--- src/tlf_pkg.sv ---
// Purpose: Shared constants and types for the transmit line front end.
// Assumes: clk is the free-running 20 MHz master clock.
// Notes: APB register map, field positions, stall and bit-period counts.
package tlf_pkg;

	// ----------------------------------------
	// Clock and timing
	// ----------------------------------------
	localparam int CLK_HZ = 20_000_000;
	localparam int CLK_PERIOD_NS = 1_000_000_000 / CLK_HZ;
	// Bit periods of the two line rates, in ns
	localparam int T1_BIT_NS = 648;
	localparam int E1_BIT_NS = 488;
	// Cycles per all-ones bit, rounded down
	localparam logic [3:0] AIS_DIV_T1 = 4'(T1_BIT_NS / CLK_PERIOD_NS);
	localparam logic [3:0] AIS_DIV_E1 = 4'(E1_BIT_NS / CLK_PERIOD_NS);
	// Stall thresholds in master-clock cycles
	localparam logic [4:0] STALL_HIGH_CYC = 5'h10;
	localparam logic [6:0] STALL_LOW_CYC = 7'h40;

	// ----------------------------------------
	// APB register map
	// ----------------------------------------
	localparam int ADDR_W = 12;
	localparam logic [11:0] ADDR_CTRL = 12'h000;
	localparam logic [11:0] ADDR_STATUS = 12'h004;
	// Control fields
	localparam int CTRL_SINGLE_RAIL = 0;
	localparam int CTRL_AMI = 1;
	localparam int CTRL_E1 = 2;
	localparam int CTRL_CLK_INV = 3;
	localparam int CTRL_OUT_DIS = 4;
	localparam logic [4:0] CTRL_RESET = 5'h00;
	// Status fields
	localparam int STAT_ALL_ONES = 0;
	localparam int STAT_PWR_DOWN = 1;
	localparam int STAT_FIFO_FULL = 2;
	localparam int STAT_OVERFLOW = 3;

	// ----------------------------------------
	// Buffer and coder
	// ----------------------------------------
	localparam int FIFO_W = 2;
	localparam int FIFO_DEPTH = 16;
	localparam int WIN_LEN = 8;

	typedef enum logic [1:0] {MK_ZERO, MK_ONE, MK_VIOL, MK_BAL} tlf_mark_t;
	typedef enum logic [1:0] {LS_NORMAL, LS_ALL_ONES, LS_POWER_DOWN} tlf_line_state_t;

endpackage

--- src/tlf_sync2.sv ---
// Purpose: Two-flop synchroniser for pin inputs.
// Assumes: Inputs are slow levels relative to clk.
// Notes: Only the second stage is visible outside.
module tlf_sync2 #(
	parameter int WIDTH = 1
) (
	// Clock and reset
	input wire logic clk,
	input wire logic rst_b,
	// Levels
	input wire logic [WIDTH-1:0] d_in,
	output logic [WIDTH-1:0] q_out
);
	logic [WIDTH-1:0] meta_r;

	// First stage feeds only the second
	always_ff @(posedge clk or negedge rst_b) begin
		if (!rst_b) begin
			meta_r <= '0;
			q_out <= '0;
		end else begin
			meta_r <= d_in;
			q_out <= meta_r;
		end
	end
endmodule // tlf_sync2

--- src/tlf_fifo.sv ---
// Purpose: Small synchronous FIFO with valid/ready on both sides.
// Assumes: Single clock.
// Notes: Full and empty come from an occupancy count.
module tlf_fifo #(
	parameter int WIDTH = 2,
	parameter int DEPTH = 16
) (
	// Clock and reset
	input wire logic clk,
	input wire logic rst_b,
	// Fill side
	input wire logic in_valid,
	output logic in_ready,
	input wire logic [WIDTH-1:0] in_data,
	// Drain side
	output logic out_valid,
	input wire logic out_ready,
	output logic [WIDTH-1:0] out_data
);
	localparam int PW = $clog2(DEPTH);
	logic [WIDTH-1:0] mem [0:DEPTH-1];
	logic [PW-1:0] wr_ptr_r;
	logic [PW-1:0] rd_ptr_r;
	logic [PW:0] count_r;
	logic push;
	logic pop;

	// Handshakes
	assign in_ready = (count_r != (PW+1)'(DEPTH));
	assign out_valid = (count_r != '0);
	assign push = in_valid & in_ready;
	assign pop = out_valid & out_ready;
	assign out_data = mem[rd_ptr_r];

	// Storage, no reset needed on data
	always_ff @(posedge clk) begin
		if (push) begin
			mem[wr_ptr_r] <= in_data;
		end
	end

	// Pointers and occupancy
	always_ff @(posedge clk or negedge rst_b) begin
		if (!rst_b) begin
			wr_ptr_r <= '0;
			rd_ptr_r <= '0;
			count_r <= '0;
		end else begin
			if (push) begin
				wr_ptr_r <= wr_ptr_r + 1'b1;
			end
			if (pop) begin
				rd_ptr_r <= rd_ptr_r + 1'b1;
			end
			count_r <= count_r + (PW+1)'(push) - (PW+1)'(pop);
		end
	end
endmodule // tlf_fifo

--- src/tlf_tx_line_front_end.sv ---
// Purpose: One channel of the digital transmit line front end.
// Assumes: clk is the free-running master clock; pins arrive asynchronously.
// Notes: Line outputs are pulse rails with enables; the pad resolves high impedance.
module tlf_tx_line_front_end (
	// Clock and reset
	input wire logic clk,
	input wire logic rst_b,
	// APB slave
	input wire logic psel,
	input wire logic penable,
	input wire logic pwrite,
	input wire logic [tlf_pkg::ADDR_W-1:0] paddr,
	input wire logic [31:0] pwdata,
	output logic [31:0] prdata,
	output logic pready,
	output logic pslverr,
	// Framer side pins
	input wire logic tx_channel_clock,
	input wire logic tx_positive_rail,
	input wire logic tx_negative_rail,
	input wire logic output_enable_pin,
	// Line side
	output logic line_out_tip,
	output logic line_out_ring,
	output logic line_out_tip_oe,
	output logic line_out_ring_oe
);
	import tlf_pkg::*;

	// ----------------------------------------
	// Declarations
	// ----------------------------------------
	logic [3:0] pin_s;
	logic clk_s, pos_s, neg_s, oe_s;
	logic clk_d_r;
	logic clk_rise, clk_fall, toggled, sample_edge, send_edge;
	logic ctrl_single_r, ctrl_ami_r, ctrl_e1_r, ctrl_inv_r, ctrl_odis_r;
	logic ovf_r;
	logic apb_access, wr_en, rd_load;
	logic [4:0] hi_cnt_r;
	logic [6:0] lo_cnt_r;
	tlf_line_state_t st_r;
	logic fifo_in_valid, fifo_in_ready, fifo_out_valid, fifo_out_ready;
	logic [FIFO_W-1:0] fifo_in_data, fifo_out_data;
	tlf_mark_t win_r [0:WIN_LEN-1];
	tlf_mark_t win_nxt [0:WIN_LEN-1];
	logic zpar_r, zpar_nxt;
	logic last_pol_r;
	logic [3:0] ais_cnt_r;
	logic ais_tick;
	logic new_one;

	// Decode one register address
	function automatic logic addr_is(input logic [ADDR_W-1:0] a, input logic [ADDR_W-1:0] t);
		addr_is = (a == t);
	endfunction

	// Newest n window slots all plain zero
	function automatic logic zeros_in(input tlf_mark_t w [0:WIN_LEN-1], input int n);
		zeros_in = 1'b1;
		for (int i = 0; i < WIN_LEN; i++) begin
			if (i < n && w[i] != MK_ZERO) begin
				zeros_in = 1'b0;
			end
		end
	endfunction

	// ----------------------------------------
	// Pin synchronisation and edge detect
	// ----------------------------------------
	tlf_sync2 #(.WIDTH(4)) u_sync (
		.clk(clk),
		.rst_b(rst_b),
		.d_in({tx_channel_clock, tx_positive_rail, tx_negative_rail, output_enable_pin}),
		.q_out(pin_s)
	);
	assign {clk_s, pos_s, neg_s, oe_s} = pin_s;

	// Previous synced clock, for edges
	always_ff @(posedge clk or negedge rst_b) begin
		if (!rst_b) begin
			clk_d_r <= 1'b0;
		end else begin
			clk_d_r <= clk_s;
		end
	end
	assign clk_rise = clk_s & ~clk_d_r;
	assign clk_fall = ~clk_s & clk_d_r;
	assign toggled = clk_s ^ clk_d_r;
	// Sample on one edge, launch on the other
	assign sample_edge = ctrl_inv_r ? clk_rise : clk_fall;
	assign send_edge = ctrl_inv_r ? clk_fall : clk_rise;

	// ----------------------------------------
	// APB slave, one wait state on every access
	// ----------------------------------------
	assign apb_access = psel & penable;
	assign wr_en = apb_access & pready & pwrite;
	assign rd_load = apb_access & ~pready & ~pwrite;

	// Ready and error, both registered
	always_ff @(posedge clk or negedge rst_b) begin
		if (!rst_b) begin
			pready <= 1'b0;
			pslverr <= 1'b0;
		end else begin
			pready <= apb_access & ~pready;
			pslverr <= apb_access & ~pready & ~addr_is(paddr, ADDR_CTRL)
				& ~addr_is(paddr, ADDR_STATUS);
		end
	end

	// Read data captured before ready; unmapped reads zero
	always_ff @(posedge clk or negedge rst_b) begin
		if (!rst_b) begin
			prdata <= 32'h0000_0000;
		end else if (rd_load) begin
			prdata <= 32'h0000_0000;
			if (addr_is(paddr, ADDR_CTRL)) begin
				prdata[CTRL_SINGLE_RAIL] <= ctrl_single_r;
				prdata[CTRL_AMI] <= ctrl_ami_r;
				prdata[CTRL_E1] <= ctrl_e1_r;
				prdata[CTRL_CLK_INV] <= ctrl_inv_r;
				prdata[CTRL_OUT_DIS] <= ctrl_odis_r;
			end else if (addr_is(paddr, ADDR_STATUS)) begin
				prdata[STAT_ALL_ONES] <= (st_r == LS_ALL_ONES);
				prdata[STAT_PWR_DOWN] <= (st_r == LS_POWER_DOWN);
				prdata[STAT_FIFO_FULL] <= ~fifo_in_ready;
				prdata[STAT_OVERFLOW] <= ovf_r;
			end
		end
	end

	// Control register
	always_ff @(posedge clk or negedge rst_b) begin
		if (!rst_b) begin
			{ctrl_odis_r, ctrl_inv_r, ctrl_e1_r, ctrl_ami_r, ctrl_single_r} <= CTRL_RESET;
		end else if (wr_en && addr_is(paddr, ADDR_CTRL)) begin
			ctrl_single_r <= pwdata[CTRL_SINGLE_RAIL];
			ctrl_e1_r <= pwdata[CTRL_E1];
			ctrl_inv_r <= pwdata[CTRL_CLK_INV];
			ctrl_odis_r <= pwdata[CTRL_OUT_DIS];
			// Coding choice only taken with single-rail selected
			if (pwdata[CTRL_SINGLE_RAIL]) begin
				ctrl_ami_r <= pwdata[CTRL_AMI];
			end
		end
	end

	// Sticky overflow; a new drop beats a write-one clear
	always_ff @(posedge clk or negedge rst_b) begin
		if (!rst_b) begin
			ovf_r <= 1'b0;
		end else if (fifo_in_valid && !fifo_in_ready) begin
			ovf_r <= 1'b1;
		end else if (wr_en && addr_is(paddr, ADDR_STATUS) && pwdata[STAT_OVERFLOW]) begin
			ovf_r <= 1'b0;
		end
	end

	// ----------------------------------------
	// Stall detection on the master clock
	// ----------------------------------------
	// Run lengths saturate at their thresholds
	always_ff @(posedge clk or negedge rst_b) begin
		if (!rst_b) begin
			hi_cnt_r <= 5'h00;
			lo_cnt_r <= 7'h00;
		end else if (toggled) begin
			hi_cnt_r <= 5'h00;
			lo_cnt_r <= 7'h00;
		end else if (clk_s) begin
			if (hi_cnt_r != STALL_HIGH_CYC) begin
				hi_cnt_r <= hi_cnt_r + 5'h01;
			end
		end else if (lo_cnt_r != STALL_LOW_CYC) begin
			lo_cnt_r <= lo_cnt_r + 7'h01;
		end
	end

	// Line state; any transition restores normal service
	always_ff @(posedge clk or negedge rst_b) begin
		if (!rst_b) begin
			st_r <= LS_NORMAL;
		end else begin
			case (st_r)
				LS_NORMAL: begin
					if (hi_cnt_r == STALL_HIGH_CYC) begin
						st_r <= LS_ALL_ONES;
					end else if (lo_cnt_r == STALL_LOW_CYC) begin
						st_r <= LS_POWER_DOWN;
					end
				end
				LS_ALL_ONES: begin
					if (toggled) begin
						st_r <= LS_NORMAL;
					end
				end
				LS_POWER_DOWN: begin
					if (toggled) begin
						st_r <= LS_NORMAL;
					end
				end
				default: begin
					st_r <= LS_NORMAL;
				end
			endcase
		end
	end

	// ----------------------------------------
	// Sample buffer
	// ----------------------------------------
	// Push on every sample edge; a full buffer drops and flags
	assign fifo_in_valid = sample_edge;
	assign fifo_in_data = {pos_s, neg_s};
	// Drains only while the line carries data, so a halted line fills it
	assign fifo_out_ready = send_edge & (st_r == LS_NORMAL);

	tlf_fifo #(.WIDTH(FIFO_W), .DEPTH(FIFO_DEPTH)) u_fifo (
		.clk(clk),
		.rst_b(rst_b),
		.in_valid(fifo_in_valid),
		.in_ready(fifo_in_ready),
		.in_data(fifo_in_data),
		.out_valid(fifo_out_valid),
		.out_ready(fifo_out_ready),
		.out_data(fifo_out_data)
	);

	// ----------------------------------------
	// Zero-substitution coder
	// ----------------------------------------
	// Underrun shifts in a space rather than stalling the line
	assign new_one = fifo_out_valid & fifo_out_data[1];

	// Window shift; slot 0 newest, last slot goes to the line
	always_comb begin
		win_nxt[0] = new_one ? MK_ONE : MK_ZERO;
		for (int i = 1; i < WIN_LEN; i++) begin
			win_nxt[i] = win_r[i-1];
		end
		zpar_nxt = zpar_r ^ new_one;
		if (ctrl_single_r && !ctrl_ami_r) begin
			if (ctrl_e1_r && zeros_in(win_nxt, 4)) begin
				// HDB3: balance pulse only after an even count
				win_nxt[3] = zpar_r ? MK_ZERO : MK_BAL;
				win_nxt[0] = MK_VIOL;
				zpar_nxt = 1'b0;
			end else if (!ctrl_e1_r && zeros_in(win_nxt, 8)) begin
				// B8ZS: 000VB0VB, oldest first
				win_nxt[4] = MK_VIOL;
				win_nxt[3] = MK_BAL;
				win_nxt[1] = MK_VIOL;
				win_nxt[0] = MK_BAL;
			end
		end
	end

	// Window advances once per bit
	always_ff @(posedge clk or negedge rst_b) begin
		if (!rst_b) begin
			for (int i = 0; i < WIN_LEN; i++) begin
				win_r[i] <= MK_ZERO;
			end
			zpar_r <= 1'b0;
		end else if (fifo_out_ready) begin
			win_r <= win_nxt;
			zpar_r <= zpar_nxt;
		end
	end

	// ----------------------------------------
	// All-ones timing from the master clock
	// ----------------------------------------
	// The stalled clock cannot pace the line, so bits come from a divider
	always_ff @(posedge clk or negedge rst_b) begin
		if (!rst_b) begin
			ais_cnt_r <= 4'h0;
		end else if (st_r != LS_ALL_ONES || ais_tick) begin
			ais_cnt_r <= 4'h0;
		end else begin
			ais_cnt_r <= ais_cnt_r + 4'h1;
		end
	end
	assign ais_tick = (ais_cnt_r == (ctrl_e1_r ? AIS_DIV_E1 : AIS_DIV_T1) - 4'h1);

	// ----------------------------------------
	// Line drivers
	// ----------------------------------------
	// Pulse rails, held for a full bit period
	always_ff @(posedge clk or negedge rst_b) begin
		if (!rst_b) begin
			line_out_tip <= 1'b0;
			line_out_ring <= 1'b0;
			last_pol_r <= 1'b0;
		end else if (st_r == LS_POWER_DOWN) begin
			line_out_tip <= 1'b0;
			line_out_ring <= 1'b0;
		end else if (st_r == LS_ALL_ONES) begin
			if (ais_tick) begin
				line_out_tip <= ~last_pol_r;
				line_out_ring <= last_pol_r;
				last_pol_r <= ~last_pol_r;
			end
		end else if (fifo_out_ready) begin
			if (!ctrl_single_r) begin
				line_out_tip <= fifo_out_valid & fifo_out_data[1] & ~fifo_out_data[0];
				line_out_ring <= fifo_out_valid & fifo_out_data[0] & ~fifo_out_data[1];
			end else begin
				case (win_r[WIN_LEN-1])
					MK_ONE, MK_BAL: begin
						line_out_tip <= ~last_pol_r;
						line_out_ring <= last_pol_r;
						last_pol_r <= ~last_pol_r;
					end
					MK_VIOL: begin
						line_out_tip <= last_pol_r;
						line_out_ring <= ~last_pol_r;
					end
					default: begin
						line_out_tip <= 1'b0;
						line_out_ring <= 1'b0;
					end
				endcase
			end
		end
	end

	// Output enables
	always_ff @(posedge clk or negedge rst_b) begin
		if (!rst_b) begin
			line_out_tip_oe <= 1'b0;
			line_out_ring_oe <= 1'b0;
		end else begin
			line_out_tip_oe <= oe_s & ~ctrl_odis_r & (st_r != LS_POWER_DOWN);
			line_out_ring_oe <= oe_s & ~ctrl_odis_r & (st_r != LS_POWER_DOWN);
		end
	end
endmodule // tlf_tx_line_front_end

--- config.mk ---
export PLATFORM = sky130hd
export DESIGN_NAME = tlf_tx_line_front_end
export DESIGN_NICKNAME = d
export VERILOG_FILES = /design/src/tlf_pkg.sv /design/src/tlf_sync2.sv /design/src/tlf_fifo.sv /design/src/tlf_tx_line_front_end.sv
export SDC_FILE = /design/constraint.sdc
export NUM_CORES = 1
export LEC_CHECK = 0
export BUFFER_PORTS_ARGS = -buffer_cell sky130_fd_sc_hd__buf_2
export CAP_MARGIN = 20
export CORE_MARGIN = 8
export CORE_UTILIZATION = 35
export DETAILED_ROUTE_END_ITERATION = 10
export GPL_TIMING_DRIVEN = 0
export SLEW_MARGIN = 20
export SYNTH_ARGS = -nofsm -noshare
export SYNTH_HDL_FRONTEND = slang
export SYNTH_HIERARCHICAL = 1
export SYNTH_SLANG_ARGS = --single-unit
export TNS_END_PERCENT = 20
--- constraint.sdc ---
create_clock -name clk -period 5.32 [get_ports clk]
set_clock_uncertainty 0.05 [all_clocks]
set_input_delay 0.798 -clock clk [delete_from_list [all_inputs] [get_ports clk]]
set_output_delay 0.798 -clock clk [all_outputs]
set_load 0.1 [all_outputs]
==> results.cfg <==
[outcome]
status = complete, no violations

[die]
die_x_um = 138
dieArea_um2 = 19000
ioPinCount = 91
core_um2 = 14500
die_h_um = 138
rows = 44
start_util_pct = 35.8

[power]
irDropWorstVdd_mv = 0.243
power.total_uw = 2460
switching_share_pct = 35.5
powerDensity_nw_per_um2 = 409
pwr-share-comb_pct = 31.1
seqPwrFrac_pct = 43.0
p_switching_uw = 874
p_leak_uw = 0.00272
internal-power_uw = 1590
p_clk_share_pct = 25.9

[setup_path]
crit_required_ns = 5.55
crit_arrival_ns = 3.49
regToRegSetupSlack_ns = 2.06
endpoint_kind = flip-flop
crit_path_start_kind = flip-flop
r2r_start = u_sync/q_out[3]$_DFF_PN0_
path_class = flip-flop to flip-flop
timing.rr.end = u_fifo/count_r[4]$_DFF_PN0_
crit_fanout = 10
reg2regPathDepth = 17

[detailed_routing]
ant_nets = 0
drt_iter0_drc = 113
vias = 3476
drc = 0
vias_per_cell = 4.76
wirelength_um = 9870
firstDrtPassIters = 4
post_drt_wl_per_cell_um = 13.5

[synth]
ys_ff_latch = 106
yosys_warnings = 6
synth-edff-count = 32
synth_area_um2 = 5200
synth_top_flop_cell = dfrtp_1
synth_cell_type_count = 54
async_flop_share_pct = 69.8
ys_seq_area_share_pct = 54.0
syn_area_per_cell_um2 = 11.1
syn_inst = 468

[sta]
fin_tns_setup_ns = 0
period_minus_slack_ns = 3.26
rsz0062_at_grt = no
finalCritPeriodShare_pct = 61.3
finalHoldViolations = 0
worst_pin_slew_ns = 0.532
slew_headroom_pct = 64.2
drv_slew = 0
fmax_ghz = 0.307
setup_violations = 0

[cells_and_area]
final_cell_area_um2 = 6020
final_common_cell = dfrtp_1
fin_cells = 730
layout_common_cells = 74 x dfrtp_1, 55 x nand2_1, 36 x buf_2, 32 x edfxtp_1, 31 x inv_1
drive_above_1_share_pct = 19.0
layout.nets = 618
antennaDiodeCount = 0
area_growth_pct = 15.7

[cts]
cts.repair.resized = 0
root_buffer = clkbuf_16
cts_tree = built
h-tree-depth = 3
insertion_delay_ns = 0.35
clk_pin_slew_ns = 0.07
post-cts-setup-buffers = 0
cts_buffer_depth = 2
clock-sinks = 106
cts_buffers = 9
ctsHoldBuffers = 0

[global_route]
antenna_found_initial = 0
track_usage_pct = 11.0
grt_start_max_net_pins = 50
grt_overflow = 0
grt_pass1_wl_um = 16400
grt_pass1_vias = 3480

[worst_hold_path]
min_from = u_sync/meta_r[1]$_DFF_PN0_
hp-class = flip-flop to flip-flop
min_path_cells = 0
min_to = u_sync/q_out[1]$_DFF_PN0_

[placed_design]
dp_hpwl_um = 7360
placed_cells = 714
gp_congestion = 0.723
dpl_cell_area_um2 = 5740
port_buffers = 35

[run]
max_cap_viol_count = 0
==> kinds of logic after synthesis <==
kind of cell | Yosys count | synth area share (%)
AOI/OAI and AO/OA | 61 | 7.28
xor gates and xnor gates | 15 | 2.52
adders and majority gates | 24 | 5.91
buffers and inverters | 76 | 7.76
DFF | 106 | 54.0
muxes | 28 | 6.66
other | 1 | 0.0720
and+or+nand+nor | 157 | 15.7
==> registers in the layout, indices dropped and copies added, names as in the netlist, 2 cells and up <==
| name | cells |
|---|---|
| ais_cnt_r | 4 |
| hi_cnt_r | 5 |
| lo_cnt_r | 7 |
| prdata | 5 |
| st_r | 2 |
| u_fifo/count_r | 5 |
| u_fifo/mem | 32 |
| u_fifo/rd_ptr_r | 4 |
| u_fifo/wr_ptr_r | 4 |
| u_sync/meta_r | 4 |
| u_sync/q_out | 4 |
| win_nxt | 8 |
| win_r | 8 |
==> power by group through the flow <==
| stage | combinational (µW) | sequential, µW | clock, µW |
|---|---|---|---|
| floorplan | 559 | 1110 | 0 |
| CTS | 771 | 1060 | 664 |
| global placement | 739 | 1070 | 0 |
| finish | 765 | 1060 | 637 |
| detailed placement | 771 | 1070 | 0 |
| global route | 846 | 1080 | 693 |
==> worst max-delay path, cell delays in order (launching register included) <==
cell      delay (ns)
dfrtp_1         0.39
inv_1           0.07
ha_1            0.21
mux2_2          0.29
nand2_1         0.15
inv_1           0.13
buf_1           0.25
and2_4          0.20
buf_6           0.12
ha_1            0.26
inv_1           0.05
ha_1            0.15
inv_1           0.05
fa_1            0.40
inv_1           0.07
a21oi_1         0.06
o21bai_1        0.15
xnor2_1         0.13
==> how the worst max path moves through the flow <==
stage                                  endpoint                       from  slack, ns  cells after the start
finish              u_fifo/count_r[4]$_DFF_PN0_  u_sync/q_out[3]$_DFF_PN0_       2.06                     17
global route        u_fifo/count_r[4]$_DFF_PN0_  u_sync/q_out[3]$_DFF_PN0_       1.73                     17
global placement    u_fifo/count_r[4]$_DFF_PN0_  u_sync/q_out[3]$_DFF_PN0_       2.09                     17
floorplan           u_fifo/count_r[4]$_DFF_PN0_  u_sync/q_out[3]$_DFF_PN0_       2.37                     17
CTS                 u_fifo/count_r[4]$_DFF_PN0_  u_sync/q_out[3]$_DFF_PN0_       2.04                     17
detailed placement  u_fifo/count_r[4]$_DFF_PN0_  u_sync/q_out[3]$_DFF_PN0_       2.05                     17
==> Yosys cell counts, drive strengths merged, types with 2 or more instances <==
| library cell | number | area share, % |
|---|---|---|
| nand3 | 10 | 1.1 |
| buf | 34 | 4.7 |
| a31oi | 4 | 0.48 |
| xor2 | 6 | 1.0 |
| mux4 | 4 | 1.7 |
| a21oi | 16 | 1.5 |
| nor2b | 8 | 0.96 |
| or3 | 2 | 0.24 |
| clkbuf | 10 | 0.72 |
| nor3 | 9 | 0.87 |
| edfxtp | 32 | 18 |
| xnor2 | 9 | 1.5 |
| mux2 | 7 | 1.7 |
| ha | 23 | 5.5 |
| a221oi | 5 | 0.84 |
| nor2 | 26 | 1.9 |
| dfrtp | 74 | 36 |
| a22oi | 3 | 0.43 |
| o21ai | 18 | 1.7 |
| nand4 | 5 | 0.60 |
| and2 | 14 | 1.7 |
| o22ai | 2 | 0.24 |
| and4b | 2 | 0.38 |
| nand3b | 2 | 0.29 |
| nor3b | 6 | 0.87 |
| mux2i | 17 | 3.3 |
| inv | 32 | 2.3 |
| o31ai | 5 | 0.72 |
| nand2 | 55 | 4.0 |
| nor4 | 12 | 1.7 |
==> cell type report <==
type	count	area, µm²
buffer	44	284
sequential	106	2810
clock inverter	5	37.5
inverter	32	120
tap	184	230
multi-input combinational	312	2090
clock buffer	11	246
fill	1423	8510
timing repair buffer	36	205
==> layer usage <==
metal | global-route usage [%] | share of wire, % | vias up
li1 | - | - | 1722
met3 | 3.19 | 5.2 | 10
met4 | 4.84 | 2.0 | 0
met1 | 12.7 | 42 | 1684
met2 | 18.7 | 50 | 60
met5 | 0 | 0 | -
==> through the flow <==
step	setup WS [ns]	hold slack [ns]	utilization, %
3_5_place_dp	2.05	0.286	39.5
3_3_place_gp	2.09	0.287	39.3
5_1_grt	1.73	0.307	41.4
2_1_floorplan	2.37	0.281	-
6_report	2.06	0.299	41.4
4_1_cts	2.04	0.302	41.4
Note: power is estimated with default switching activity, not from simulation.
